<file path="src/hdl/flash_host_consts.vh">
/*
 Timing counts and identifier layout for the flash bus host controller.
 Assumes a 200 MHz controller clock; included by the host module only.
*/
`ifndef FLASH_HOST_CONSTS_VH
`define FLASH_HOST_CONSTS_VH
`define CLK_PERIOD_PS 5000
`define SLEEP_TIME_NS 150
`define SLEEP_CYC ((`SLEEP_TIME_NS * 1000 + `CLK_PERIOD_PS - 1) / `CLK_PERIOD_PS)
`define RESET_LOW_NS 500
`define RESET_LOW_CYC ((`RESET_LOW_NS * 1000 + `CLK_PERIOD_PS - 1) / `CLK_PERIOD_PS)
`define RESET_DONE_US 20
`define RESET_DONE_CYC ((`RESET_DONE_US * 1000000) / `CLK_PERIOD_PS)
`define ACC_DELAY_NS 70
`define ACC_DELAY_CYC ((`ACC_DELAY_NS * 1000 + `CLK_PERIOD_PS - 1) / `CLK_PERIOD_PS)
`define WAKE_DELAY_NS 50
`define WAKE_DELAY_CYC ((`WAKE_DELAY_NS * 1000 + `CLK_PERIOD_PS - 1) / `CLK_PERIOD_PS)
`define WE_LOW_CYC 8
`define WE_HIGH_CYC 8
`define BANK_LSB 16
`define BANK_MSB 18
`define ID_WORD_SELECT_BIT 0
`define ID_PAGE_BIT 1
`define ID_AUX_BIT 6
`define ID_VOLTAGE_ADDRESS_PIN 9
`define PARITY_DATA_BIT 7
`endif

</file>
<file path="src/hdl/flash_bus_host.v">
/*
 Host controller driving a dual-bank asynchronous NOR flash over its
 address, data and strobe pins: reads, command writes, identifier reads
 under the identifier high voltage request, hardware reset and standby.
 Assumes the board turns the pin enables into wire levels and that the
 flash keeps its own timing; data pins are sampled through two flops.
*/
`timescale 1ns/100ps
`include "flash_host_consts.vh"

// Function
// - Only one non-read function per bank; host issues nothing else.
// - After power-up host resets or toggles select before reading.
// - Host waits the wake-up delay after reset rises before reading.
// - Identifier voltage on bit 9; bit 0 picks maker or device word.
// - Host holds address bit 1 low for identifier reads.
// - Host writes with write low, select low, gate high.
// - Reset held low 500 ns aborts work; read mode within 20 us.
module flash_bus_host #(
	parameter ADDR_W = 19,
	parameter DATA_W = 16,
	parameter ACC_CYC = `ACC_DELAY_CYC,
	parameter WAKE_CYC = `WAKE_DELAY_CYC,
	parameter RST_DONE_CYC = `RESET_DONE_CYC
) (
	input wire mclk_in,
	input wire rstn_in,
	input wire req_in,
	input wire req_write_in,
	input wire req_id_in,
	input wire req_reset_in,
	input wire [ADDR_W-1:0] req_addr_in,
	input wire [DATA_W-1:0] req_wdata_in,
	input wire [DATA_W-1:0] dq_in,
	output reg busy_out,
	output reg done_out,
	output reg [DATA_W-1:0] rdata_out,
	output reg parity_ok_out,
	output reg [2:0] bank_out,
	output reg [ADDR_W-1:0] addr_out,
	output reg [DATA_W-1:0] dq_out,
	output reg dq_oe_n_out,
	output reg ce_n_out,
	output reg oe_n_out,
	output reg we_n_out,
	output reg reset_n_out,
	output reg identifier_high_voltage_out
);
	localparam S_IDLE = 3'h0;
	localparam S_READ = 3'h1;
	localparam S_WLOW = 3'h2;
	localparam S_WHIGH = 3'h3;
	localparam S_RLOW = 3'h4;
	localparam S_RWAIT = 3'h5;
	localparam S_WAKE = 3'h6;
	localparam S_DONE = 3'h7;
	localparam CW = 24;
	// Counts held in 32 bits and sliced to the counter width in each compare.
	localparam [31:0] WE_LOW_L = `WE_LOW_CYC;
	localparam [31:0] WE_HIGH_L = `WE_HIGH_CYC;
	localparam [31:0] RST_LOW_L = `RESET_LOW_CYC;

	reg [DATA_W-1:0] dq_s1_r;
	reg [DATA_W-1:0] dq_s2_r;
	reg [2:0] state_r;
	reg [CW-1:0] cnt_r;
	reg id_r;
	reg woke_r;

	always @(posedge mclk_in or negedge rstn_in) begin
		if (!rstn_in) begin
			dq_s1_r <= {DATA_W{1'b0}};
			dq_s2_r <= {DATA_W{1'b0}};
		end else begin
			dq_s1_r <= dq_in;
			dq_s2_r <= dq_s1_r;
		end
	end

	// Power-up reads are preceded by a flash reset, so no stale output.
	always @(posedge mclk_in or negedge rstn_in) begin
		if (!rstn_in) begin
			state_r <= S_RLOW;
			cnt_r <= {CW{1'b0}};
			id_r <= 1'b0;
			woke_r <= 1'b0;
			busy_out <= 1'b1;
			done_out <= 1'b0;
			rdata_out <= {DATA_W{1'b0}};
			parity_ok_out <= 1'b0;
			bank_out <= 3'h0;
			addr_out <= {ADDR_W{1'b0}};
			dq_out <= {DATA_W{1'b0}};
			dq_oe_n_out <= 1'b1;
			ce_n_out <= 1'b1;
			oe_n_out <= 1'b1;
			we_n_out <= 1'b1;
			reset_n_out <= 1'b0;
			identifier_high_voltage_out <= 1'b0;
		end else begin
			done_out <= 1'b0;
			case (state_r)
			S_IDLE: begin
				// Idle with select high and reset high is standby.
				ce_n_out <= 1'b1;
				oe_n_out <= 1'b1;
				we_n_out <= 1'b1;
				dq_oe_n_out <= 1'b1;
				identifier_high_voltage_out <= 1'b0;
				busy_out <= 1'b0;
				cnt_r <= {CW{1'b0}};
				// One operation at a time; requests outside idle are ignored.
				if (req_in) begin
					busy_out <= 1'b1;
					addr_out <= req_addr_in;
					// Bank is a plain slice of the address.
					bank_out <= req_addr_in[`BANK_MSB:`BANK_LSB];
					if (req_reset_in) begin
						reset_n_out <= 1'b0;
						state_r <= S_RLOW;
					end else if (req_write_in) begin
						// Address latches at the later falling edge.
						ce_n_out <= 1'b0;
						dq_out <= req_wdata_in;
						dq_oe_n_out <= 1'b0;
						state_r <= S_WLOW;
					end else begin
						id_r <= req_id_in;
						if (req_id_in) begin
							// Both banks enter autoselect here.
							identifier_high_voltage_out <= 1'b1;
							// Bit 1 low for proper codes.
							addr_out[`ID_PAGE_BIT] <= 1'b0;
						end
						// Select and gate low together enable data.
						ce_n_out <= 1'b0;
						oe_n_out <= 1'b0;
						state_r <= S_READ;
					end
				end
			end
			S_READ: begin
				// Address held stable; any sleep keeps data driven.
				// Wait covers address, select and gate delays.
				cnt_r <= cnt_r + 1'b1;
				// Two extra counts cover the two flops on the data pins.
				if (cnt_r >= ACC_CYC[CW-1:0] + 2'd2) begin
					rdata_out <= dq_s2_r;
					// Odd parity over the low byte of an identifier.
					parity_ok_out <= id_r ? ^dq_s2_r[`PARITY_DATA_BIT:0]
						: 1'b0;
					ce_n_out <= 1'b1;
					oe_n_out <= 1'b1;
					state_r <= S_DONE;
				end
			end
			S_WLOW: begin
				// Write strobe low with gate high.
				we_n_out <= 1'b0;
				cnt_r <= cnt_r + 1'b1;
				if (cnt_r == WE_LOW_L[CW-1:0]) begin
					// Write rises first so data latches on it.
					we_n_out <= 1'b1;
					cnt_r <= {CW{1'b0}};
					state_r <= S_WHIGH;
				end
			end
			S_WHIGH: begin
				ce_n_out <= 1'b1;
				cnt_r <= cnt_r + 1'b1;
				if (cnt_r == WE_HIGH_L[CW-1:0]) begin
					dq_oe_n_out <= 1'b1;
					state_r <= S_DONE;
				end
			end
			S_RLOW: begin
				// Reset low is standby and floats the flash outputs.
				reset_n_out <= 1'b0;
				ce_n_out <= 1'b1;
				cnt_r <= cnt_r + 1'b1;
				// Hold low past both the pulse and the abort time.
				if (cnt_r >= RST_DONE_CYC[CW-1:0] &&
					cnt_r >= RST_LOW_L[CW-1:0]) begin
					reset_n_out <= 1'b1;
					cnt_r <= {CW{1'b0}};
					state_r <= S_WAKE;
				end
			end
			S_WAKE: begin
				// No read until the wake-up delay has passed.
				cnt_r <= cnt_r + 1'b1;
				if (cnt_r >= WAKE_CYC[CW-1:0]) begin
					woke_r <= 1'b1;
					// Power-up wake idles quietly; a requested reset ends in done.
					state_r <= woke_r ? S_DONE : S_IDLE;
				end
			end
			S_DONE: begin
				done_out <= 1'b1;
				busy_out <= 1'b0;
				state_r <= S_IDLE;
			end
			default: state_r <= S_IDLE;
			endcase
		end
	end
endmodule

</file>
<file path="config.mk">
export PLATFORM = sky130hd
export DESIGN_NAME = flash_bus_host
export DESIGN_NICKNAME = d
export VERILOG_FILES = /design/src/hdl/flash_bus_host.v
export VERILOG_INCLUDE_DIRS = /design/src /design/src/hdl
export SDC_FILE = /design/constraint.sdc
export NUM_CORES = 1
export LEC_CHECK = 0
export BUFFER_PORTS_ARGS = -buffer_cell sky130_fd_sc_hd__buf_2
export CAP_MARGIN = 25
export CORE_MARGIN = 8
export CORE_UTILIZATION = 43
export DETAILED_ROUTE_END_ITERATION = 12
export PLACE_DENSITY = 0.67
export REMOVE_ABC_BUFFERS = 1
export SLEW_MARGIN = 20
export SYNTH_ARGS = -nofsm -noshare
export SYNTH_HDL_FRONTEND = slang
export SYNTH_SLANG_ARGS = --single-unit
export TNS_END_PERCENT = 30
</file>
<file path="constraint.sdc">
create_clock -name mclk_in -period 5.6 [get_ports mclk_in]
set_clock_uncertainty 0.05 [all_clocks]
set_input_delay 0.84 -clock mclk_in [delete_from_list [all_inputs] [get_ports mclk_in]]
set_output_delay 0.84 -clock mclk_in [all_outputs]
set_load 0.005 [all_outputs]
</file>
Word-level counts from Yosys, hierarchy flattened
Index checks and enable logic that the tools add are counted.

Bits in registers: 124. Input bits: 57. Output and inout port bits: 63. Word-level logic and storage cells: 105.

Add/sub/neg operators: 1. Magnitude comparators: 4. Equal/unequal tests: 14. Mux-type cells: 43. Bitwise gates (word level): 2. Reductions and logical operators: 22.

Operators by type and width (number): one-hot mux 24 bit (4 select lines) (1); 2-to-1 mux 24 bit (2); adder 24 x 1 -> 24 bit, second input constant (1); == test 24 x 4 -> 1 bit, second input constant (1); >= comparator 24 x 12 -> 1 bit, second input constant (1); >= comparator 24 x 4 -> 1 bit, second input constant (1); >= comparator 24 x 5 -> 1 bit, second input constant (1); >= comparator 24 x 7 -> 1 bit, second input constant (1); 2-to-1 mux 1 bit (24); 2-to-1 mux 3 bit (8); one-hot mux 3 bit (6 select lines) (1); inequality test 2 bit, second input constant (7); AND reduction 2 bit (6); one-hot mux 1 bit (2 select lines) (5); nonzero test 2 bit (5); == test 3 bit, second input constant (3); AND reduction 4 bit (2); XOR reduction 8 bit (1); == test 3 x 2 -> 1 bit, second input constant (2); AND reduction 6 bit (1); nonzero test 4 bit (1); == test 3 x 1 -> 1 bit, second input constant (1); logical NOT 3 bit (1); one-hot mux 1 bit (3 select lines) (1); other kinds (7) (8).

Logic depth before layout (Yosys ltp)
Gate-level depths: netlist (run 1).

Depth after elaboration: 4. Gate-level depth with buffers: 7. Depth with buffers taken out: 7.

Worst setup path after synthesis (run 1)
Ideal clock, no wire load.

Path type: reg-to-reg. From: register cnt_r[17]. To: register rdata_out[1]. Arrival time: 2.088 ns. Slack: 3.337 ns. Stages on the path, launching flop included: 6. Period minus slack after synthesis: 2.263 ns. Path through: dfrtp_1 > or4_1 > or3_4 > o211ai_4 > buf_8 > mux2_4.

Longest elaborated chain between the ends: 2.

Ends and longest elaborated chain: from (decl) (RTL line flash_bus_host.v:66) `reg [CW-1:0] cnt_r;`; from (signal assigned) (RTL line flash_bus_host.v:84) `cnt_r <= {CW{1'b0}};`; from (signal assigned) (RTL line flash_bus_host.v:111) `cnt_r <= {CW{1'b0}};`; from (signal assigned) (RTL line flash_bus_host.v:145) `cnt_r <= cnt_r + 1'b1;`; >= comparator 24 x 5 -> 1 bit (RTL line flash_bus_host.v:147) `if (cnt_r >= ACC_CYC[CW-1:0] + 2'd2) begin`; AND reduction 2 bit (no source line); to (signal assigned) (RTL line flash_bus_host.v:89) `rdata_out <= {DATA_W{1'b0}};`; to (signal assigned) (RTL line flash_bus_host.v:148) `rdata_out <= dq_s2_r;`; to (decl) (RTL line flash_bus_host.v:37) `output reg [DATA_W-1:0] rdata_out,`.

No other way between the ends. A chain may end at the register's enable or synchronous reset.

Worst setup path after layout (run 1)
From: register state_r[0]. To: register dq_out[6].

Longest elaborated chain between the ends: 2.

Ends and longest elaborated chain: from (decl) (RTL line flash_bus_host.v:65) `reg [2:0] state_r;`; from (signal assigned) (RTL line flash_bus_host.v:195) `state_r <= woke_r ? S_DONE : S_IDLE;`; logical NOT 3 bit (RTL line flash_bus_host.v:102) `case (state_r)`; AND reduction 4 bit (no source line); to (signal assigned) (RTL line flash_bus_host.v:93) `dq_out <= {DATA_W{1'b0}};`; to (signal assigned) (RTL line flash_bus_host.v:124) `dq_out <= req_wdata_in;`; to (decl) (RTL line flash_bus_host.v:41) `output reg [DATA_W-1:0] dq_out,`.

No other way between the ends.

==> results of run 1 <==
-- how the worst max path moves through the flow --
stage,startpoint,endpoint,slack [ns],depth (start not counted)
floorplan,cnt_r[10]$_DFFE_PN0P_,cnt_r[1]$_DFFE_PN0P_,3.17,5
global placement,req_in,dq_out[9]$_DFFE_PN0P_,2.79,4
detailed placement,req_in,dq_out[6]$_DFFE_PN0P_,2.70,4
CTS,state_r[0]$_DFFE_PN0P_,dq_out[6]$_DFFE_PN0P_,2.73,4
global route,state_r[0]$_DFFE_PN0P_,dq_out[6]$_DFFE_PN0P_,2.52,4
finish,state_r[0]$_DFFE_PN0P_,dq_out[6]$_DFFE_PN0P_,2.76,4
-- layer usage --
layer	up-vias	wire length [µm]
met5	-	0
met2	92	5170
met4	0	118
met1	1707	4580
met3	14	679
li1	1683	-
-- final cells by class --
class | count | area (µm²)
Clock inverter | 15 | 191
Fill cell | 966 | 5060
Inverter | 9 | 33.8
Sequential cell | 121 | 3040
Timing Repair Buffer | 121 | 613
Clock buffer | 17 | 425
Multi-Input combinational cell | 278 | 1730
Tap cell | 143 | 179
-- cell families after synthesis --
logic type,after synthesis,share of synthesized area [%]
simple gates,180,16.7
flops,121,62.1
compound gates,35,4.99
mux,33,8.19
xor+xnor,28,5.01
buf+inv,27,2.58
fa+ha+maj,2,0.512
-- power groups by stage --
stage               registers (mW)  clock network (mW)  logic (mW)
finish                        1.29                1.11       0.742
global route                  1.33                1.18       0.840
CTS                           1.29                1.13       0.762
detailed placement            1.31                   0       0.757
global placement              1.29                   0       0.743
floorplan                     1.30                   0       0.394
-- sequential cells by signal (all words and copies together) (netlist names) --
signal / cells
addr_out: 16
bank_out: 3
busy_out: 1
ce_n_out: 1
cnt_r: 24
done_out: 1
dq_oe_n_out: 1
dq_out: 16
dq_s1_r: 16
dq_s2_r: 16
id_r: 1
identifier_high_voltage_out: 1
oe_n_out: 1
parity_ok_out: 1
rdata_out: 16
reset_n_out: 1
state_r: 3
we_n_out: 1
woke_r: 1
-- worst register-to-register path, stage by stage (launching register included) --
cell and delay, ns:
dfrtp_1 0.62, nor3_1 0.33, and2_1 0.64, nand2_1 0.63, mux2_2 0.45
-- cells in the mapped netlist, types with 2 or more instances --
library cell and instances:
nand4_1 8, nor2_1 44, o21ai_0 5, clkbuf_1 12, o31ai_1 5, mux2_4 8, and3_1 4, nand3_1 13
ha_1 2, o22ai_1 4, or4_1 4, dfstp_2 6, mux2_2 24, a21oi_1 7, or2_2 2, buf_4 3
a211oi_1 2, nor3_1 13, nor4_1 7, a31oi_1 3, xor2_1 11, inv_1 9, nand2_1 75, xnor2_1 17
nor2b_1 3, buf_2 2, dfrtp_1 115
-- metrics by stage --
step                      cell area (µm²)  worst slack [ns]
after detailed placement             5590              2.70
after CTS                            6210              2.73
after floorplan                      4800              3.17
after global routing                 6210              2.52
final                                6210              2.76
after global placement               5590              2.79
==> impl_results.md, run 1 <==
* Final min period at 2.84 ns
* Final hold vios at 0
* Via-to-Cell Ratio at 4.97
* Reg-to-reg endpoint: dq_out[6]$_DFFE_PN0P_
* Yosys cell types at 45
* Hold Crit Start: dq_s1_r[7]$_DFF_PN0_
* Critical path class: flip-flop to flip-flop
* Placed instance count at 672
* Routability congestion estimate at 0.847
* Final nets at 607
* Leakage at 3.12 nW
* Mean Syn Cell Area at 11.5 µm²
* Worst-margin pin slew at 0.783 ns
* Post-CTS Resized at 0
* Sink Count at 121
* Final TNS setup at 0 ns
* Crit Path Max Fanout at 21
* CTS Buf Count at 17
* Clock tree from TritonCTS: built
* Initial cell density of the core at 43.4%
* Nature of the critical path endpoint: flip-flop
* Vias in the first global route at 3572
* Area growth syn-to-layout at 26.9%
* Row count at 39
* Switching Share at 29.8%
* Cells along the critical path: nor3_1, and2_1, nand2_1, mux2_2
* Detailed Route WL at 10500 µm
* Pwr/cell area at 507 nW/µm²
* Most common cell after layout, fill and taps aside: buf_2
* First-pass GRT wire length at 17300 µm
* GR Overflow Total at 0
* Fin. max-slew vios at 0
* M2 GR Usage at 23.2%
* Max rail drop VDD at 277 µV
* P_int at 2.21 mW
* Most frequent cells in the layout: 118 x buf_2, 115 x dfrtp_1, 75 x nand2_1
* Met3 usage at 4.51%
* M1 GR Usage at 18.4%
* Die Area at 15000 µm²
* Combinational Power Share at 23.6%
* Syn. warnings at 0
* Die Span X at 123 µm
* Final ANT Viol Nets at 0
* HP Class: flip-flop to flip-flop
* Routed vias at 3496
* GRT Total Usage at 14.5%
* Initial antenna violation count at 0
* CTS root buf: clkbuf_16
* WP buf/inv at 0
* Crit-path leading delay family: simple AND/OR/NAND/NOR gates
* Post-CTS Setup Inserts at 0
* Max incr delay on CP at 0.64 ns
* Status: finished clean
* Largest net degree at the start of global routing at 63
* Tot Pwr at 3.14 mW
* Slowest cell on crit path: and2_1
* MaxCap Viol Count at 0
* Diode count at 0
* Fin cells at 704
* Dpl hpwl at 7480 µm
* Die height at 123 µm
* Min Hold Slack at 0.294 ns
* Final Util at 55.1%
* Startpoint Class: flip-flop
* WP data arrival at 3.07 ns
* Main flop type after synthesis: dfrtp_1
* Post-synthesis sequential area ratio at 62.1%
* Part of the power in registers at 41.2%
* Port bufs at 119
* Fraction of layout cells with a size suffix above 1 at 35.5%
* Endpoints failing setup at 0
* Unrepaired setup endpoints after global routing: no
* Fmax at 0.352 GHz
* R2r worst-path depth at 4
* Final Cycle Share at 50.7%
* Busiest grt layer: met2
* CTS H-tree lvls at 4
* Worst-path clk slew at 0.06 ns
* Clk_lat worst skew at 0.40 ns
* Synth top area cells: dfrtp_1 59%, nand2_1 5.8%, mux2_2 5.5%, nor2_1 3.4%, dfstp_2 3.2%
* DRT Pass-1 Iters at 4
* DR iter-0 viols at 309
* Cell count after synthesis at 426
* Clock share of power at 35.3%
* EDFF count, synth at 0
* Core area at 11300 µm²
* Reg-to-reg setup timing slack at 2.76 ns
* # hold bufs at CTS at 0
* Routed len/inst at 15.0 µm
* Drt drc at 0
* CTS max path bufs at 2
* FFs w/ async S/R, synth at 100%
* R2R Path Start: state_r[0]$_DFFE_PN0P_
* Slew headroom at 47.8%
* Top-area cell type share of the netlist area at 58.8%
* Synth area leader: dfrtp_1
* Hold path depth at 0
* Worst EP required at 5.83 ns
* Netlist Area Pre-Place at 4890 µm²
* #FFs+latches synth at 121
* I/O pin cnt at 120
* Hold EP: dq_s2_r[7]$_DFF_PN0_
* Net Sw Power at 938 µW
Power figures use the tool's default switching activity.
==> inputs of run 2 (changes only) <==
PLACE_DENSITY = 0.69   (was 0.67)
clock period = 2.3 ns   (was 5.6 ns; I/O delays follow)
==> run 2 against run 1 <==
Compared with the run above:
- worst hold slack got worse by 0.22 ns
- register-to-register slack lost 2.7 ns
- setup slack worse by 2.7 ns
- sequential share of layout area fell by 2.8 points
- power is 150% higher
- non-clock buffer count grew 39
- maximum frequency grew 27%
- utilization grew 3.4 points
- sequential power up 140%
- global-route usage increased by 1.1 points
- critical path depth increased by 1
- largest cell class unchanged
- highest routed layer unchanged
==> impl_results.md, run 2 (synthesized netlist as in run 1, its figures left out) <==
* Status: finished clean
* Final hold vios at 0 (unchanged)
* Routed vias at 3676 (+5.1%)
* Most frequent cells in the layout: 118 x buf_2, 115 x dfrtp_1, 75 x nand2_1
* Final TNS setup at 0 ns (unchanged)
* Initial cell density of the core at 43.4% (unchanged)
* Die Area at 15000 µm² (unchanged)
* Drt drc at 0 (unchanged)
* Fin. max-slew vios at 0 (unchanged)
* Largest net degree at the start of global routing at 41 (-35%)
* Startpoint Class: flip-flop
* Diode count at 0 (unchanged)
* Worst-path clk slew at 0.05 ns (about the same)
* CTS H-tree lvls at 4 (unchanged)
* Final nets at 646 (+6.4%)
* Port bufs at 119 (unchanged)
* Worst-margin pin slew at 0.525 ns (-0.258 ns)
* GR Overflow Total at 0 (unchanged)
* Reg-to-reg setup timing slack at 0.06 ns (-2.70 ns)
* CTS root buf: clkbuf_16
* Area growth syn-to-layout at 34.6%
* GRT Total Usage at 15.5% (+1.1 points)
* Max reg flops at 24 (unchanged)
* Leakage at 3.32 nW (+6.4%)
* Clock tree from TritonCTS: built
* I/O pin cnt at 120 (unchanged)
* Placed cell areas at 5770 µm² (+3.2%)
* Design area at 6590 µm² (+6.1%)
* CTS Buf Count at 17 (unchanged)
* Final WS setup at 0.0623 ns (-2.70 ns)
* Routability congestion estimate at 0.813 (-4.0%)
* Die height at 123 µm (unchanged)
* Fmax at 0.447 GHz (+27%)
* Routed len/inst at 15.1 µm (+0.53%)
* HP Class: primary input to flip-flop
* Pwr/cell area at 1190 nW/µm² (+140%)
* CTS max path bufs at 2 (unchanged)
* Slew headroom at 65.0% (+17 points)
* WP data arrival at 2.48 ns (-0.59 ns)
* Row count at 39 (unchanged)
* Clk_lat worst skew at 0.41 ns (about the same)
* Crit Path Max Fanout at 18 (-14%)
* Detailed Route WL at 11200 µm (+6.1%)
* Critical path class: flip-flop to flip-flop
* Max rail drop VDD at 652 µV (+140%)
* Via-to-Cell Ratio at 4.95 (-0.37%)
* Worst slack at placement at 0.0343 ns (-2.67 ns)
* Top reg by flops: cnt_r
* Vias in the first global route at 3755 (+5.1%)
* Nature of the critical path endpoint: flip-flop
* Endpoints failing setup at 0 (unchanged)
* Final ANT Viol Nets at 0 (unchanged)
* Initial antenna violation count at 0 (unchanged)
* First-pass GRT wire length at 18200 µm (+5.1%)
* Dpl hpwl at 8020 µm (+7.3%)
* Final min period at 2.24 ns (-0.600 ns)
* DRT Pass-1 Iters at 4 (unchanged)
* Worst EP required at 2.54 ns (-3.29 ns)
* Die Span X at 123 µm (unchanged)
* MaxCap Viol Count at 0 (unchanged)
* Core area at 11300 µm² (unchanged)
* Min Hold Slack at 0.0729 ns (-0.221 ns)
* Fraction of layout cells with a size suffix above 1 at 36.7% (+1.2 points)
* Sink Count at 121 (unchanged)
* Final Cycle Share at 97.3% (+47 points)
* Most common cell after layout, fill and taps aside: buf_2
* DR iter-0 viols at 272 (-12%)
* Unrepaired setup endpoints after global routing: no
run 2: routing by layer:
metal / track usage [%] / part of all wire [%] / vias up
li1: - / - / 1767
met1: 18.7 / 41 / 1785
met2: 25.1 / 50 / 109
met3: 5.43 / 7.6 / 15
met4: 6.32 / 1.2 / 0
met5: 0 / 0 / -
run 2: worst max-delay path, cell delays in order, from the launching register on:
cell and delay, ns:
dfrtp_1 0.38, or4_1 0.53, or3_4 0.43, o211ai_4 0.19, buf_12 0.19, mux2_2 0.35
run 2: layout make-up:
type,instances,area [µm²]
Clock buffer,22,474
Clock inverter,10,166
Fill cell,913,4690
Inverter,9,33.8
Multi-Input combinational cell,278,1740
Sequential cell,121,3040
Tap cell,143,179
Timing Repair Buffer,160,961
run 2: final timing paths:
| check | depth (start not counted) | from | end |
|---|---|---|---|
| setup / recovery | 5 | cnt_r[11]$_DFFE_PN0P_ | rdata_out[10]$_DFFE_PN0P_ |
| hold / removal | 3 | req_addr_in[9] | addr_out[9]$_DFFE_PN0P_ |
| setup reg to reg | 5 | cnt_r[11]$_DFFE_PN0P_ | rdata_out[10]$_DFFE_PN0P_ |
| hold reg to reg | 0 | dq_s1_r[3]$_DFF_PN0_ | dq_s2_r[3]$_DFF_PN0_ |
| max in group asynchronous | 3 | rstn_in | dq_s1_r[13]$_DFF_PN0_ |
| min in group asynchronous | 2 | rstn_in | cnt_r[0]$_DFFE_PN0P_ |
run 2: through the flow:
stage	std cells	power, mW	util [%]
after floorplan	408	4.12	-
after global placement	694	5.00	51.2
after detailed placement	694	5.09	51.2
after CTS	743	7.95	58.4
after global routing	743	8.34	58.4
final	743	7.86	58.4
run 2: timing repair:
item / 4_1_cts / 5_1_grt
hold buffers: 17 / 0
endpoints found under the setup margin: 0 / 13
resized for setup: 0 / 1
endpoints found under the hold margin: 48 / 0
setup buffers: 0 / 0
run 2: report_power, final:
| group | internal (mW) | total (mW) | switching [mW] |
|---|---|---|---|
| Clock | 1.90 | 2.81 | 0.911 |
| Combinational | 0.981 | 1.92 | 0.942 |
| Sequential | 2.73 | 3.12 | 0.392 |
| Total | 5.61 | 7.86 | 2.24 |
==> inputs of run 3 (changes only) <==
PLACE_DENSITY = 0.66   (was 0.69)
==> run 3 against run 2 <==
Compared with the run above:
- final cell count unchanged
- maximum frequency is 1.0% lower
- combinational power rose by 2%
- power up 0.70%
- largest power group unchanged
- highest routed layer unchanged
==> impl_results.md, run 3 (synthesized netlist as in run 1, its figures left out) <==
* Status: finished clean
* Vias in the first global route at 3807 (+1.4%)
* GR Overflow Total at 0 (unchanged)
* Top reg by flops: cnt_r
* Slew headroom at 67.7% (+2.7 points)
* Reg-to-reg endpoint: rdata_out[11]$_DFFE_PN0P_
* Diode count at 0 (unchanged)
* Crit-path leading delay family: simple AND/OR/NAND/NOR gates
* Most common cell after layout, fill and taps aside: buf_2
* Min Hold Slack at 0.0700 ns (-0.00295 ns)
* Max incr delay on CP at 0.54 ns (about the same)
* Initial antenna violation count at 0 (unchanged)
* Pwr/cell area at 1200 nW/µm² (+0.20%)
* WP data arrival at 2.51 ns (+0.03 ns)
* Detailed Route WL at 11100 µm (-1.0%)
* Final Cycle Share at 98.3% (+1.0 points)
* Drt drc at 0 (unchanged)
* Placed instance count at 694 (unchanged)
* Routed vias at 3667 (-0.24%)
* Clock tree from TritonCTS: built
* Final nets at 646 (unchanged)
* Worst Setup EP: rdata_out[11]$_DFFE_PN0P_
* Clk_lat worst skew at 0.41 ns (about the same)
* Unrepaired setup endpoints after global routing: yes
* Leakage at 3.33 nW (+0.48%)
* CTS max path bufs at 2 (unchanged)
* CTS H-tree lvls at 4 (unchanged)
* Via-to-Cell Ratio at 4.94 (-0.24%)
* MaxCap Viol Count at 0 (unchanged)
* Routed len/inst at 14.9 µm (-1.0%)
* Worst-margin pin slew at 0.485 ns (-0.0408 ns)
* Hold path depth at 3 (unchanged)
* Fin. max-slew vios at 0 (unchanged)
* Row count at 39 (unchanged)
* Area growth syn-to-layout at 35.3%
* First-pass GRT wire length at 18100 µm (-0.38%)
* Fraction of layout cells with a size suffix above 1 at 37.3% (+0.67 points)
* Final Util at 58.7% (+0.29 points)
* GRT Total Usage at 15.4% (-0.15 points)
* WP buf/inv at 1 (unchanged)
* Port bufs at 119 (unchanged)
* Fmax at 0.442 GHz (-1.0%)
* Sink Count at 121 (unchanged)
* Critical path class: flip-flop to flip-flop
* Nature of the critical path endpoint: flip-flop
* Core area at 11300 µm² (unchanged)
* I/O pin cnt at 120 (unchanged)
* Die height at 123 µm (unchanged)
* Largest net degree at the start of global routing at 46 (+12%)
* Routability congestion estimate at 0.836 (+2.9%)
* Crit Path Max Fanout at 18 (unchanged)
* Worst-path clk slew at 0.06 ns (about the same)
* Endpoints failing setup at 0 (unchanged)
* HP Class: primary input to flip-flop
* CP startpoint: cnt_r[17]$_DFFE_PN0P_
* CTS Buf Count at 17 (unchanged)
* Reg-to-reg setup timing slack at 0.04 ns (-0.02 ns)
* R2R Path Start: cnt_r[17]$_DFFE_PN0P_
* Max rail drop VDD at 763 µV (+17%)
* CP Depth at 5 (unchanged)
* Slowest cell on crit path: or4_4
* Max reg flops at 24 (unchanged)
* Final min period at 2.26 ns (+0.0230 ns)
* Dpl hpwl at 7950 µm (-0.91%)
* DRT Pass-1 Iters at 4 (unchanged)
* Post-CTS Setup Inserts at 0 (unchanged)
* Die Span X at 123 µm (unchanged)
* Fin cells at 743 (unchanged)
* Initial cell density of the core at 43.4% (unchanged)
* DR iter-0 viols at 235 (-14%)
* Final ANT Viol Nets at 0 (unchanged)
* Most frequent cells in the layout: 118 x buf_2, 115 x dfrtp_1, 75 x nand2_1
* Final hold vios at 0 (unchanged)
* Startpoint Class: flip-flop
* CTS root buf: clkbuf_16
* Die Area at 15000 µm² (unchanged)
* R2r worst-path depth at 5 (unchanged)
* Cells along the critical path: or4_4, or3_4, o211ai_4, buf_12, mux2_2
* Worst EP required at 2.54 ns (about the same)
-- run 3: cell count changes in the layout (fill, tap and decap cells not counted), sizes merged --
cell | before | now
clkinvlp | 2 | 1
inv | 9 | 10
-- run 3: routing by layer --
| layer | GRT usage (%) | vias to the layer above | wire, µm |
|---|---|---|---|
| li1 | - | 1768 | - |
| met1 | 18.1 | 1784 | 4590 |
| met2 | 25.5 | 97 | 5570 |
| met3 | 5.84 | 18 | 784 |
| met4 | 5.10 | 0 | 131 |
| met5 | 0 | - | 0 |
-- run 3: report_power, final --
group / switching, mW / internal [mW] / total (mW)
combinational: 0.970 / 0.994 / 1.96
sequential: 0.371 / 2.73 / 3.10
clock: 0.915 / 1.93 / 2.85
-- run 3: stage by stage --
stage               power [mW]  TNS (ns)  setup WS, ns  instance area, µm²
floorplan                 4.12     -2.81        -0.132                4800
global placement          5.02         0        0.0734                5780
detailed placement        5.09         0        0.0236                5780
CTS                       7.99         0        0.0194                6600
global route              8.40  -0.00652      -0.00501                6620
finish                    7.91         0        0.0393                6620
-- run 3: timing repair --
action                                  in CTS  in global routing
endpoints found under the setup margin       0                 10
hold buffers                                17                  0
resized for setup                            0                  4
endpoints found under the hold margin       50                  0
-- run 3: final cells by class --
cell class | count | area [µm²]
fillers | 923 | 4650
flip-flops and latches | 121 | 3040
inverters | 9 | 33.8
multi-input cells | 278 | 1750
clock buffers | 22 | 484
well taps | 143 | 179
repair buffers | 160 | 973
clock inverters | 10 | 164
-- run 3: how the worst min path moves through the flow --
stage / start / endpoint / slack, ns
floorplan: rstn_in / addr_out[0]$_DFFE_PN0P_ / -0.0006
global placement: rstn_in / cnt_r[19]$_DFFE_PN0P_ / 0.28
detailed placement: rstn_in / cnt_r[18]$_DFFE_PN0P_ / 0.29
CTS: req_addr_in[16] / bank_out[0]$_DFFE_PN0P_ / 0.06
global route: req_addr_in[18] / bank_out[2]$_DFFE_PN0P_ / 0.06
finish: req_addr_in[16] / bank_out[0]$_DFFE_PN0P_ / 0.07
-- run 3: worst reg2reg max path, cell delays in order, from the launching register on --
cell and delay (ns):
dfrtp_1 0.38, or4_4 0.54, or3_4 0.43, o211ai_4 0.19, buf_12 0.20, mux2_2 0.36
